$ cat config.mk
export PLATFORM = sky130hd
export DESIGN_NAME = flic_top
export DESIGN_NICKNAME = d
export VERILOG_FILES = /design/src/pkg/flic_pkg.sv /design/src/pkg/flic_ext_if.sv /design/src/rtl/flic_ext_pin.sv /design/src/rtl/flic_top.sv
export SDC_FILE = /design/constraint.sdc
export NUM_CORES = 1
export LEC_CHECK = 0
export ABC_AREA = 1
export BUFFER_PORTS_ARGS = -buffer_cell sky130_fd_sc_hd__buf_4
export CORE_MARGIN = 4
export CORE_UTILIZATION = 50
export CTS_CLUSTER_SIZE = 8
export DETAILED_ROUTE_END_ITERATION = 7
export HOLD_SLACK_MARGIN = 0.15
export MAX_ROUTING_LAYER = met4
export PLACE_DENSITY = 0.81
export SLEW_MARGIN = 20
export SYNTH_ARGS = -nofsm -noshare
export SYNTH_HDL_FRONTEND = slang
export SYNTH_SLANG_ARGS = --single-unit
$ cat constraint.sdc
create_clock -name clk_i -period 2.4 [get_ports clk_i]
set_clock_uncertainty 0.15 [all_clocks]
set_input_delay 0.24 -clock clk_i [delete_from_list [all_inputs] [get_ports clk_i]]
set_output_delay 0.24 -clock clk_i [all_outputs]
set_load 0.01 [all_outputs]
$ cat src/pkg/flic_pkg.sv
// Constants for the four-level interrupt controller: slot layout, vectors, timing.
// Assumes sources are numbered by fixed arbitration rank, slot 0 ranked first.
package flic_pkg;

  localparam int NSLOT = 16;
  localparam int NEXT  = 2;

  // Slots in polling order; slot 8 has no source and never requests
  localparam int SLOT_EXT0 = 0;
  localparam int SLOT_EXT1 = 6;
  localparam int SLOT_NONE = 8;
  localparam int SLOT_STX  = 11;
  localparam int SLOT_SER  = 12;

  // Enable/priority bit select per slot: {reg[1:0], bit[2:0]}, reg 0=a, 1=b, 2=c
  localparam logic [NSLOT*5-1:0] SLOT_SEL = {
    5'h11, 5'h0f, 5'h0b, 5'h04, 5'h0e, 5'h0a, 5'h03, 5'h00,
    5'h09, 5'h02, 5'h0c, 5'h08, 5'h01, 5'h06, 5'h05, 5'h00
  };

  // Vector address per slot, slot 15 first
  localparam logic [NSLOT*16-1:0] SLOT_VEC = {
    16'h0083, 16'h0073, 16'h004b, 16'h0023,
    16'h006b, 16'h0043, 16'h001b, 16'h0000,
    16'h003b, 16'h0013, 16'h005b, 16'h0033,
    16'h000b, 16'h0053, 16'h002b, 16'h0003
  };

  // Slots allowed to wake the core: ext0, brownout, watchdog, ext1, keypad, comparator
  localparam logic [NSLOT-1:0] WAKE_MASK = 16'h04c7;

  // Global enable position in enable register a
  localparam int EN_GLOBAL_BIT = 7;
  // Serial enables: combined in reg a, transmit-only in reg b
  localparam int EN_SER_BIT = 4;
  localparam int EN_STX_BIT = 6;

  // Clocks per machine cycle; external pins are sampled once per machine cycle
  localparam int          MCYC_CLKS = 2;
  localparam logic [3:0]  MCYC_LAST = 4'(MCYC_CLKS - 1);

  localparam logic [3:0]  ISVC_RST  = 4'h0;

  typedef enum logic [1:0] {
    ST_IDLE = 2'b00,
    ST_REQ  = 2'b01,
    ST_VEC  = 2'b11
  } flic_state_t;

endpackage

$ cat src/pkg/flic_ext_if.sv
// Carrier between the controller core and one external pin detector.
// Assumes both ends run on the same clock and reset.
`timescale 1ns/1ps
interface flic_ext_if;
  logic smp;
  logic mode;
  logic clr;
  logic pin;
  logic req;
  modport ctl (output smp, output mode, output clr, output pin, input req);
  modport ext (input smp, input mode, input clr, input pin, output req);
endinterface

$ cat src/rtl/flic_ext_pin.sv
// External interrupt pin detector: optional glitch filter, sampling, edge/level flag.
// Assumes an active-low pin synchronous to clk_i and a one-cycle sample strobe.
`timescale 1ns/1ps
module flic_ext_pin
  import flic_pkg::*;
#(
  parameter bit GLITCH = 1'b0
) (
  // Clock and reset
  input  wire logic clk_i,
  input  wire logic rst_n_i,
  // Controller side
  flic_ext_if.ext   bus
);

  logic lvl;
  logic smp_q;
  logic flag_q;

  generate
    if (GLITCH) begin : g_filt
      logic r1_q;
      logic f_q;
      // Level moves only after two equal raw samples in a row
      always_ff @(posedge clk_i or negedge rst_n_i) begin
        if (!rst_n_i) begin
          r1_q <= 1'b1;
          f_q  <= 1'b1;
        end else begin
          r1_q <= bus.pin;
          if (bus.pin == r1_q) begin
            f_q <= bus.pin;
          end
        end
      end
      assign lvl = f_q;
    end else begin : g_raw
      assign lvl = bus.pin;
    end
  endgenerate

  // One sample per machine cycle
  always_ff @(posedge clk_i or negedge rst_n_i) begin
    if (!rst_n_i) begin
      smp_q <= 1'b1;
    end else if (bus.smp) begin
      smp_q <= lvl;
    end
  end

  always_ff @(posedge clk_i or negedge rst_n_i) begin
    if (!rst_n_i) begin
      flag_q <= 1'b0;
    end else if (!bus.mode) begin
      flag_q <= ~smp_q;
    end else if (bus.smp && smp_q && !lvl) begin
      // Set wins over a clear in the same cycle
      flag_q <= 1'b1;
    end else if (bus.clr) begin
      flag_q <= 1'b0;
    end
  end

  assign bus.req = flag_q;

endmodule // flic_ext_pin

$ cat src/rtl/flic_top.sv
// Four-level interrupt controller: enables, priorities, arbitration, vectoring,
// nesting and power-down wake. Assumes the core pulses inst_start_i at each
// instruction start, int_ack_i when it vectors, reti_i on return from service.
`timescale 1ns/1ps

// Behaviour
// Per-source enable gates every request
// Global enable clear blocks all delivery
// Two priority bits select level 0..3
// Preempt only by strictly higher level
// Level 3 in service blocks everything
// Higher level wins among simultaneous requests
// Poll at instruction start, fixed order
// Fixed ranking only breaks equal-level ties
// Fixed vector address per source
// Serial shared vector, optional transmit vector
// Level mode requests on low sample
// Edge mode sets flag on high-low
// Pins sampled once per machine cycle
// Edge source holds high, then low
// Edge flag cleared when core vectors
// Level source holds until interrupt taken
// Still-low level pin re-interrupts after return
// Level flag tracks sampled pin
// Enabled level external interrupt wakes core
// Only listed sources wake from power-down
// External 1 filtered, external 0 not
// Track in-service levels, release on return
module flic_top
  import flic_pkg::*;
(
  // Clock and reset
  input  wire logic        clk_i,
  input  wire logic        rst_n_i,
  // External interrupt pins, active low
  input  wire logic        ext0_pin_n_i,
  input  wire logic        ext1_pin_n_i,
  // Trigger types: 0 level, 1 falling edge
  input  wire logic        ext0_trigger_type_i,
  input  wire logic        ext1_trigger_type_i,
  // Peripheral flags by slot; external, serial and spare slots ignored
  input  wire logic [15:0] periph_flag_i,
  input  wire logic        serial_tx_flag_i,
  input  wire logic        serial_rx_flag_i,
  // Enable and priority registers
  input  wire logic [7:0]  int_enable_reg_a_i,
  input  wire logic [7:0]  int_enable_reg_b_i,
  input  wire logic [7:0]  int_enable_reg_c_i,
  input  wire logic [7:0]  prio_low_reg_a_i,
  input  wire logic [7:0]  prio_low_reg_b_i,
  input  wire logic [7:0]  prio_low_reg_c_i,
  input  wire logic [7:0]  prio_high_reg_a_i,
  input  wire logic [7:0]  prio_high_reg_b_i,
  input  wire logic [7:0]  prio_high_reg_c_i,
  // Core handshake
  input  wire logic        inst_start_i,
  input  wire logic        int_ack_i,
  input  wire logic        reti_i,
  output logic             int_req_o,
  output logic [15:0]      int_vec_o,
  output logic [1:0]       int_level_o,
  output logic [3:0]       in_service_o,
  // Status
  output logic             ext0_request_flag_o,
  output logic             ext1_request_flag_o,
  output logic             wake_o
);

  logic              rst_s1_q;
  logic              rst_n;
  logic [3:0]        mc_cnt_q;
  logic              smp_q;
  logic              clr0_q;
  logic              clr1_q;
  logic [23:0]       en_all;
  logic [23:0]       lo_all;
  logic [23:0]       hi_all;
  logic [15:0]       flag;
  logic [15:0]       req;
  logic [1:0]        lvl [NSLOT];
  logic [1:0]        ext_req;
  logic              found;
  logic [3:0]        best;
  logic [1:0]        best_lvl;
  logic              allow;
  logic              ser_flag;
  logic              stx_flag;
  flic_state_t       st_q;
  logic              req_q;
  logic [15:0]       vec_q;
  logic [1:0]        lvl_q;
  logic [3:0]        slot_q;
  logic [3:0]        isvc_q;
  logic [3:0]        isvc_rel;
  logic              wake_q;

  // Reset release through two flops; assertion stays asynchronous
  always_ff @(posedge clk_i or negedge rst_n_i) begin
    if (!rst_n_i) begin
      rst_s1_q <= 1'b0;
      rst_n    <= 1'b0;
    end else begin
      rst_s1_q <= 1'b1;
      rst_n    <= rst_s1_q;
    end
  end

  // Machine cycle sample strobe
  always_ff @(posedge clk_i or negedge rst_n) begin
    if (!rst_n) begin
      mc_cnt_q <= 4'h0;
      smp_q    <= 1'b0;
    end else begin
      smp_q <= (mc_cnt_q == MCYC_LAST);
      if (mc_cnt_q == MCYC_LAST) begin
        mc_cnt_q <= 4'h0;
      end else begin
        mc_cnt_q <= mc_cnt_q + 4'h1;
      end
    end
  end

  // External pin detectors; only external 1 carries the glitch filter
  flic_ext_if ext_if [NEXT] ();

  assign ext_if[0].smp  = smp_q;
  assign ext_if[0].mode = ext0_trigger_type_i;
  assign ext_if[0].clr  = clr0_q;
  assign ext_if[0].pin  = ext0_pin_n_i;
  assign ext_if[1].smp  = smp_q;
  assign ext_if[1].mode = ext1_trigger_type_i;
  assign ext_if[1].clr  = clr1_q;
  assign ext_if[1].pin  = ext1_pin_n_i;
  assign ext_req[0]     = ext_if[0].req;
  assign ext_req[1]     = ext_if[1].req;

  flic_ext_pin #(.GLITCH(1'b0)) u_ext0 (
    .clk_i   (clk_i),
    .rst_n_i (rst_n),
    .bus     (ext_if[0])
  );

  flic_ext_pin #(.GLITCH(1'b1)) u_ext1 (
    .clk_i   (clk_i),
    .rst_n_i (rst_n),
    .bus     (ext_if[1])
  );

  assign en_all = {int_enable_reg_c_i, int_enable_reg_b_i, int_enable_reg_a_i};
  assign lo_all = {prio_low_reg_c_i, prio_low_reg_b_i, prio_low_reg_a_i};
  assign hi_all = {prio_high_reg_c_i, prio_high_reg_b_i, prio_high_reg_a_i};

  // Transmit goes to its own vector only while its own enable is set
  assign stx_flag = serial_tx_flag_i & int_enable_reg_b_i[EN_STX_BIT];
  assign ser_flag = serial_rx_flag_i
                  | (serial_tx_flag_i & ~int_enable_reg_b_i[EN_STX_BIT]);

  // Per-slot request and level
  generate
    for (genvar i = 0; i < NSLOT; i++) begin : g_slot
      localparam logic [4:0] SEL = SLOT_SEL[i*5 +: 5];
      if (i == SLOT_EXT0) begin : g_e0
        assign flag[i] = ext_req[0];
      end else if (i == SLOT_EXT1) begin : g_e1
        assign flag[i] = ext_req[1];
      end else if (i == SLOT_SER) begin : g_ser
        assign flag[i] = ser_flag;
      end else if (i == SLOT_STX) begin : g_stx
        assign flag[i] = stx_flag;
      end else if (i == SLOT_NONE) begin : g_none
        assign flag[i] = 1'b0;
      end else begin : g_per
        assign flag[i] = periph_flag_i[i];
      end
      assign req[i] = flag[i] & en_all[SEL];
      assign lvl[i] = {hi_all[SEL], lo_all[SEL]};
    end
  endgenerate

  // Pick the highest level; ties go to the lowest slot, the first in rank
  always_comb begin
    found    = 1'b0;
    best     = 4'h0;
    best_lvl = 2'b00;
    for (int i = 0; i < NSLOT; i++) begin
      if (req[i] && (!found || lvl[i] > best_lvl)) begin
        found    = 1'b1;
        best     = 4'(i);
        best_lvl = lvl[i];
      end
    end
  end

  // Delivery needs global enable and a level above anything in service
  always_comb begin
    allow = found && int_enable_reg_a_i[EN_GLOBAL_BIT];
    if (isvc_q[3]) begin
      allow = 1'b0;
    end else if (isvc_q[2] && best_lvl <= 2'd2) begin
      allow = 1'b0;
    end else if (isvc_q[1] && best_lvl <= 2'd1) begin
      allow = 1'b0;
    end else if (isvc_q[0] && best_lvl == 2'd0) begin
      allow = 1'b0;
    end
  end

  // Return releases the highest level in service
  always_comb begin
    isvc_rel = isvc_q;
    if (reti_i) begin
      if (isvc_q[3]) begin
        isvc_rel[3] = 1'b0;
      end else if (isvc_q[2]) begin
        isvc_rel[2] = 1'b0;
      end else if (isvc_q[1]) begin
        isvc_rel[1] = 1'b0;
      end else begin
        isvc_rel[0] = 1'b0;
      end
    end
  end

  // Delivery sequence; a pending request is re-polled each instruction start
  always_ff @(posedge clk_i or negedge rst_n) begin
    if (!rst_n) begin
      st_q   <= ST_IDLE;
      req_q  <= 1'b0;
      vec_q  <= 16'h0000;
      lvl_q  <= 2'b00;
      slot_q <= 4'h0;
    end else begin
      case (st_q)
        ST_IDLE, ST_REQ: begin
          if (st_q == ST_REQ && int_ack_i) begin
            st_q  <= ST_VEC;
            req_q <= 1'b0;
          end else if (inst_start_i) begin
            req_q  <= allow;
            vec_q  <= SLOT_VEC[best*16 +: 16];
            lvl_q  <= best_lvl;
            slot_q <= best;
            st_q   <= allow ? ST_REQ : ST_IDLE;
          end
        end
        ST_VEC: begin
          st_q <= ST_IDLE;
        end
        default: begin
          st_q  <= ST_IDLE;
          req_q <= 1'b0;
        end
      endcase
    end
  end

  // Nesting: push on vectoring, release on return
  always_ff @(posedge clk_i or negedge rst_n) begin
    if (!rst_n) begin
      isvc_q <= ISVC_RST;
    end else if (st_q == ST_REQ && int_ack_i) begin
      isvc_q <= isvc_rel | (4'h1 << lvl_q);
    end else begin
      isvc_q <= isvc_rel;
    end
  end

  // Edge flags of the external pins clear when their vector is taken
  always_ff @(posedge clk_i or negedge rst_n) begin
    if (!rst_n) begin
      clr0_q <= 1'b0;
      clr1_q <= 1'b0;
    end else begin
      clr0_q <= st_q == ST_REQ && int_ack_i && slot_q == 4'(SLOT_EXT0);
      clr1_q <= st_q == ST_REQ && int_ack_i && slot_q == 4'(SLOT_EXT1);
    end
  end

  // Wake ignores the global enable; a level-mode pin holds its request
  always_ff @(posedge clk_i or negedge rst_n) begin
    if (!rst_n) begin
      wake_q <= 1'b0;
    end else begin
      wake_q <= |(req & WAKE_MASK);
    end
  end

  assign int_req_o           = req_q;
  assign int_vec_o           = vec_q;
  assign int_level_o         = lvl_q;
  assign in_service_o        = isvc_q;
  assign ext0_request_flag_o = ext_req[0];
  assign ext1_request_flag_o = ext_req[1];
  assign wake_o              = wake_q;

endmodule // flic_top
==> results of run 1 <==
[through the flow]
stage / cells / utilization [%] / worst slack [ns] / cell area (µm²)
3_3_place_gp: 701 / 77.1 / -11.05 / 4590
2_1_floorplan: 455 / - / -10.86 / 3210
4_1_cts: 773 / 92.0 / -11.11 / 5480
3_5_place_dp: 701 / 77.1 / -11.71 / 4590
[kinds of logic after synthesis]
kind of cell | share of synthesized area, %
XOR/XNOR | 0.282
adder cells (fa/ha/maj) | 10.8
AO/OA/AOI/OAI | 14.2
buffers and inverters | 12.9
flip-flops | 28.4
other | 0.242
AND/OR/NAND/NOR | 33.1
[timing repair]
item                                    4_1_cts
endpoints found under the setup margin       14
hold endpoints to repair                     17
buffers inserted                             53
pin swaps                                    43
hold buffers                                 11
resized for setup                            63
==> flow_summary_export.csv, run 1 <==
group,metric,value,unit
run_status,stop_stage,"global routing (5_1_grt)",
floorplanning,io_pins,125,
cts,cts_sinks,35,
synth,synth_warnings,0,
synth,synth_seq_cells,35,
placement,place_congestion,0.891,
cts,cts_buffers,5,
synth,yosys.area.top_type_share,25.0,%
synth,async_flop_share,100,%
placement,dp_hpwl,7070,µm
cts,clk_path_buf_depth,2,
synth,synth_edf_count,0,
timing,worst-ep-kind,"sequential cell input",
synth,syn_area_per_cell,6.94,µm²
floorplanning,start_util,52.1,%
global_route,grt_max_degree,23,
synth,ys_dominant_reg_cell,"dfrtp_1",
timing,postGrtWorstEndpoint,"int_vec_o[4]$_DFFE_PN0P_/D",
synth,syn_inst,447,
synth,yosys.area.top_type,"dfrtp_1",
synth,syn-cell-area,0.00310,mm²
synth,post-synth-top-count-cell,"nand2_1",
run_status,tool.error,"[ERROR DPL-0038] Utilization greater than 100%, impossible to legalize",
synth,yosys.cell_types.count,41,
run_status,outcome,"aborted with a tool error",
cts,cts_max_level,2,
synth,ys_seq_area_share,28.4,%
cts,root_buffer,"clkbuf_8",
floorplanning,die_h,86.8,µm
placement,io_buffers,84,
synth,netlist_top_cells_count,"101 x nand2_1, 81 x inv_1, 35 x o21ai_0",
synth,ys_top_cells_by_area,"dfrtp_1 25%, nand2_1 12%, ha_1 10%",
floorplanning,fp.dieW,86.8,µm
floorplanning,rows,28,
==> run 2, diff against run 1 <==
--- a/config.mk
+++ b/config.mk
@@ -8,12 +8,9 @@
 export ABC_AREA = 1
 export BUFFER_PORTS_ARGS = -buffer_cell sky130_fd_sc_hd__buf_4
 export CORE_MARGIN = 4
-export CORE_UTILIZATION = 50
-export CTS_CLUSTER_SIZE = 8
+export CORE_UTILIZATION = 35
 export DETAILED_ROUTE_END_ITERATION = 7
-export HOLD_SLACK_MARGIN = 0.15
-export MAX_ROUTING_LAYER = met4
-export PLACE_DENSITY = 0.81
+export PLACE_DENSITY_LB_ADDON = 0.15
 export SLEW_MARGIN = 20
 export SYNTH_ARGS = -nofsm -noshare
 export SYNTH_HDL_FRONTEND = slang
==> flow_summary_export.csv, run 2 <==
group,metric,value,unit
run_status,outcome,"finished, violations left",
run_status,violations,"setup timing",
placement,place_congestion,0.823,
power,clockPowerShare,12.5,%
setup_path,r2r_start,"u_ext0.bus.req",
finish,largest_register_ffs,6,
drt,first_pass_iters,4,
drt,wl_per_cell,11.4,µm
cts,cts_max_level,2,
finish,seq_area,881,µm²
global_route,grt_pass1_wl,13800,µm
power,internal-power,2560,µW
finish,mostFrequentLayoutCell,"buf_4",
timing,finalHoldViolCount,0,
cts,root_buffer,"clkbuf_8",
synth,synth_edf_count,0,
floorplanning,die_h,102,µm
cts,cts_sinks,35,
power,leakagePower,0.00306,µW
finish,multiInputGateArea,0.00240,mm²
global_route,grt_max_degree,23,
floorplanning,io_pins,125,
power,p_switching,1750,µW
cts,cts_buffers,5,
synth,yosys.area.top_type,"dfrtp_1",
synth,post-synth-top-count-cell,"nand2_1",
global_route,gr-total-overflow,0,
synth,async_flop_share,100,%
placement,pre_cts_ws,-11.44,ns
timing,fmax,74.8,MHz
setup_path,crit_top_cell,"nand2_2",
global_route,first_global_vias,3427,
setup_path,criticalPathCategory,"reg -> reg",
drt,postRouteAntennaNets,0,
floorplanning,coreArea,0.00868,mm²
setup_path,worstPathRequired,2.43,ns
global_route,track_usage,15.8,%
cts,clk_path_buf_depth,2,
floorplanning,fp.dieW,102,µm
synth,yosys.area.top_type_share,25.0,%
setup_path,cp_slowest_cell,"dfrtp_1",
cts,worstSkewPairLatency,0.28,ns
cts,cts_tree,"done",
synth,yosys.cell_types.count,41,
synth,ys_top_cells_by_area,"dfrtp_1 25%, nand2_1 12%, ha_1 10%",
synth,synth_seq_cells,35,
power,max-vdd-ir-drop,0.000620,V
global_route,antenna_found_initial,0,
min_path,hold_start,"ext1_trigger_type_i",
timing,fin_crit,13.37,ns
setup_path,reg2reg_to,"int_vec_o[4]",
setup_path,arrival,13.40,ns
finish,fill_cells,748,
placement,io_buffers,84,
cts,cts.clk_slew.worst_paths,0.07,ns
timing,slew_violations,0,
drt,vias,3598,
min_path,min_path_type,"in -> reg",
synth,ys_dominant_reg_cell,"dfrtp_1",
drt,via_per_inst,4.55,
setup_path,crit_path_end_kind,"flip-flop",
finish,syn_to_final_growth,80.9,%
setup_path,reg2reg_depth,113,
drt,first_iter_violations,46,
min_path,worstHoldEndpoint,"u_ext1.bus.req",
synth,syn_inst,447,
synth,synth_warnings,0,
power,p_seq_share,20.3,%
synth,ys_seq_area_share,28.4,%
placement,dp_hpwl,6770,µm
timing,holdWs,0.00542,ns
drt,drc,0,
floorplanning,rows,34,
floorplanning,die_area,0.0104,mm²
setup_path,cp_slowest_stage_delay,0.36,ns
power,combPwrFrac,67.2,%
synth,netlist_top_cells_count,"101 x nand2_1, 81 x inv_1, 35 x o21ai_0",
job,maxCapViolCount,0,
timing,timing.final.crit_share,557,%
drt,wirelength,9030,µm
setup_path,crit_path_max_fanout,5,
power,swShare,40.7,%
finish,antenna_cells,0,
floorplanning,start_util,35.8,%
synth,syn-cell-area,0.00310,mm²
min_path,hold_depth,2,
synth,syn_area_per_cell,6.94,µm²
power,p_per_area,769,mW/mm²
finish,layout_common_cells,"227 x buf_4, 77 x nand2_1, 68 x inv_1",
timing,setup_viol,14,
setup_path,crit_path_start_kind,"flip-flop",
power,power,4320,µW
timing,rsz0062_at_grt,"true",
finish,drive_above_1_share,55.3,%
setup_path,setup.worst_path.start,"u_ext0.bus.req",
timing,setup_slack,-10.97,ns
setup_path,rrSetupSlack,-10.97,ns
finish,final_nets,807,
==> run 2: worst max-delay path by stage <==
stage | endpoint | cells past startpoint
2_1_floorplan | int_vec_o[5] | 115
3_3_place_gp | int_vec_o[5] | 114
3_5_place_dp | int_vec_o[5] | 109
4_1_cts | int_vec_o[5] | 112
5_1_grt | int_vec_o[4] | 114
6_report | int_vec_o[4] | 113
==> run 2: layout make-up <==
| class | count | share of cell area [%] |
|---|---|---|
| Multi-Input combinational cell | 323 | 42.7 |
| Timing Repair Buffer | 232 | 31.3 |
| Sequential cell | 35 | 15.7 |
| Inverter | 85 | 5.77 |
| Tap cell | 108 | 2.41 |
| Clock buffer | 6 | 1.47 |
| Clock inverter | 2 | 0.624 |
==> run 2: routing by layer <==
metal,track usage (%),vias up,part of all wire [%]
met5,0,-,0
li1,-,1887,-
met2,29.7,57,54
met1,18.8,1642,41
met4,4.14,0,1.4
met3,1.84,12,3.0
==> run 2: critical path: cells and delay by family, from the launching register on <==
kind | cells | cell delay (ns)
and+or+nand+nor | 59 | 5.42
adders and majority gates | 15 | 3.59
AOI/OAI and AO/OA | 24 | 2.89
buffers and inverters | 15 | 0.82
DFF | 1 | 0.36
==> run 2: power by group through the flow <==
stage	Clock [µW]	Sequential, µW	Combinational (µW)
3_5_place_dp	0	888	2270
4_1_cts	557	877	2380
5_1_grt	577	896	3210
2_1_floorplan	0	913	1310
6_report	540	875	2900
3_3_place_gp	0	885	2220
==> run 2: kinds of logic after synthesis <==
| logic type | Yosys count | synth area share (%) |
|---|---|---|
| AND/OR/NAND/NOR | 211 | 33.1 |
| buffers and inverters | 97 | 12.9 |
| AO/OA/AOI/OAI | 74 | 14.2 |
| flip-flops | 35 | 28.4 |
| adder cells (fa/ha/maj) | 27 | 10.8 |
| other | 2 | 0.242 |
| XOR/XNOR | 1 | 0.282 |
==> run 2: metrics by stage <==
step / instances / area [µm²] / TNS, ns / utilization, %
global placement: 745 / 4720 / -151.87 / 54.4
global route: 791 / 5610 / -164.28 / 64.7
detailed placement: 745 / 4720 / -156.94 / 54.4
CTS: 772 / 5050 / -153.94 / 58.2
finish: 791 / 5610 / -150.92 / 64.7
floorplan: 455 / 3210 / -148.02 / -
==> run 2: what timing repair did <==
action                                  in CTS  in global routing
buffers inserted                            16                 19
endpoints found under the setup margin      14                 14
gates resized for setup                     16                 84
hold endpoints to repair                     4                  0
hold buffers                                 3                  0
pin swaps                                   31                 69
(Power assumes the default switching activity.)
==> run 3, diff against run 2 <==
--- a/config.mk
+++ b/config.mk
@@ -8,7 +8,7 @@
 export ABC_AREA = 1
 export BUFFER_PORTS_ARGS = -buffer_cell sky130_fd_sc_hd__buf_4
 export CORE_MARGIN = 4
-export CORE_UTILIZATION = 35
+export CORE_UTILIZATION = 30
 export DETAILED_ROUTE_END_ITERATION = 7
 export PLACE_DENSITY_LB_ADDON = 0.15
 export SLEW_MARGIN = 20
==> flow_summary_export.csv, run 3 (synthesized netlist as in run 2, its figures left out) <==
group,metric,value,unit
floorplanning,die_h,110,µm
setup_path,crit_top_cell,"nand2_2",
drt,wirelength,10300,µm
power,p_per_area,781,mW/mm²
finish,drive_above_1_share,61.7,%
finish,layout_common_cells,"273 x buf_4, 74 x nand2_1, 66 x inv_1",
floorplanning,coreArea,0.00991,mm²
power,clockPowerShare,9.5,%
floorplanning,start_util,31.3,%
placement,pre_cts_ws,-11.44,ns
finish,multiInputGateArea,0.00254,mm²
setup_path,cp_slowest_cell,"dfrtp_1",
job,maxCapViolCount,0,
drt,first_pass_iters,4,
timing,rsz0062_at_grt,"true",
floorplanning,io_pins,125,
finish,antenna_cells,0,
timing,setup_slack,-11.10,ns
drt,via_per_inst,4.41,
floorplanning,die_area,0.0120,mm²
cts,cts_tree,"done",
cts,worstSkewPairLatency,0.28,ns
drt,wl_per_cell,11.9,µm
global_route,grt_pass1_wl,16000,µm
finish,mostFrequentLayoutCell,"buf_4",
global_route,antenna_found_initial,0,
setup_path,criticalPathCategory,"reg -> reg",
setup_path,arrival,13.53,ns
placement,place_congestion,0.790,
drt,drc,0,
timing,fin_crit,13.50,ns
finish,final_nets,861,
timing,fmax,74.0,MHz
timing,tns,-153.03,ns
cts,cts_sinks,35,
power,internal-power,2910,µW
global_route,grt_max_degree,18,
floorplanning,rows,36,
setup_path,cp_slowest_stage_delay,0.36,ns
min_path,min_path_type,"in -> reg",
cts,root_buffer,"clkbuf_8",
placement,dp_hpwl,6900,µm
power,combPwrFrac,72.6,%
finish,seq_area,881,µm²
setup_path,worstPathRequired,2.42,ns
finish,largest_register_ffs,6,
power,leakagePower,0.00334,µW
global_route,gr-total-overflow,0,
power,power,4850,µW
timing,slew_headroom,63.5,%
power,p_switching,1950,µW
timing,setup_viol,14,
timing,slew_violations,0,
finish,syn_to_final_growth,100,%
global_route,first_global_vias,3789,
placement,io_buffers,84,
floorplanning,fp.dieW,110,µm
power,max-vdd-ir-drop,0.000479,V
run_status,violations,"setup timing",
drt,vias,3836,
global_route,track_usage,16.3,%
finish,fill_cells,859,
cts,clk_path_buf_depth,2,
drt,postRouteAntennaNets,0,
timing,tightest_slew,0.548,ns
setup_path,crit_path_max_fanout,5,
timing,timing.final.crit_share,563,%
power,p_seq_share,17.9,%
power,swShare,40.1,%
cts,cts.clk_slew.worst_paths,0.07,ns
drt,first_iter_violations,102,
run_status,outcome,"finished, violations left",
cts,cts_buffers,5,
cts,cts_max_level,2,
setup_path,crit_path_start_kind,"flip-flop",
setup_path,crit_path_end_kind,"flip-flop",
timing,finalHoldViolCount,0,
## run 3: layout make-up
| type | count | area share (%) |
|---|---|---|
| Tap cell | 133 | 2.68 |
| Multi-Input combinational cell | 323 | 40.9 |
| Sequential cell | 35 | 14.2 |
| Inverter | 85 | 5.22 |
| Clock buffer | 8 | 1.61 |
| Timing Repair Buffer | 286 | 35.4 |
## run 3: power by group through the flow
stage / Clock, µW / Combinational [µW] / Sequential, µW
after CTS: 481 / 2970 / 870
final: 462 / 3520 / 868
after global placement: 0 / 2230 / 876
after floorplan: 0 / 1310 / 913
after detailed placement: 0 / 2270 / 881
after global routing: 500 / 3870 / 894
## run 3: repair_timing
| action | 4_1_cts | 5_1_grt |
|---|---|---|
| setup endpoints to repair | 14 | 14 |
| hold endpoints to repair | 4 | 1 |
| pin swaps | 69 | 98 |
| cloned | 0 | 0 |
| resized for setup | 62 | 80 |
| hold buffers | 3 | 1 |
| buffers inserted | 69 | 20 |
## run 3: worst paths after layout
check	from	end	slack, ns	cells after the start
max in group asynchronous	rst_n	u_ext1.g_filt.f_q	1.80	1
min	reti_i	in_service_o[3]	0.02	2
max	u_ext0.bus.req	int_vec_o[4]	-11.10	118
max reg2reg	u_ext0.bus.req	int_vec_o[4]	-11.10	118
min in group asynchronous	rst_n	mc_cnt_q[2]	0.05	1
min reg2reg	rst_n	mc_cnt_q[2]	0.05	1
## run 3: critical path, delay by kind of cell, from the launching register on
family	cells	cell delay, ns
AOI/OAI and AO/OA	22	2.66
adders and majority gates	14	3.12
buffers and inverters	25	1.88
DFF	1	0.36
and+or+nand+nor	57	5.21
## run 3: metal layers
layer	vias to the layer above	wire length (µm)	global-route usage (%)
li1	1999	-	-
met1	1758	4230	19.3
met2	56	5610	30.3
met3	23	261	1.59
met4	0	220	5.70
met5	-	0	0
## run 3: per-stage QoR
stage / cells / instance area [µm²] / utilization (%) / hold slack (ns)
2_1_floorplan: 455 / 3210 / - / -0.206
3_3_place_gp: 770 / 4750 / 47.9 / -0.127
3_5_place_dp: 770 / 4750 / 47.9 / -0.125
4_1_cts: 850 / 5680 / 57.3 / 0.000683
5_1_grt: 870 / 6210 / 62.7 / 0.0359
6_report: 870 / 6210 / 62.7 / 0.0181
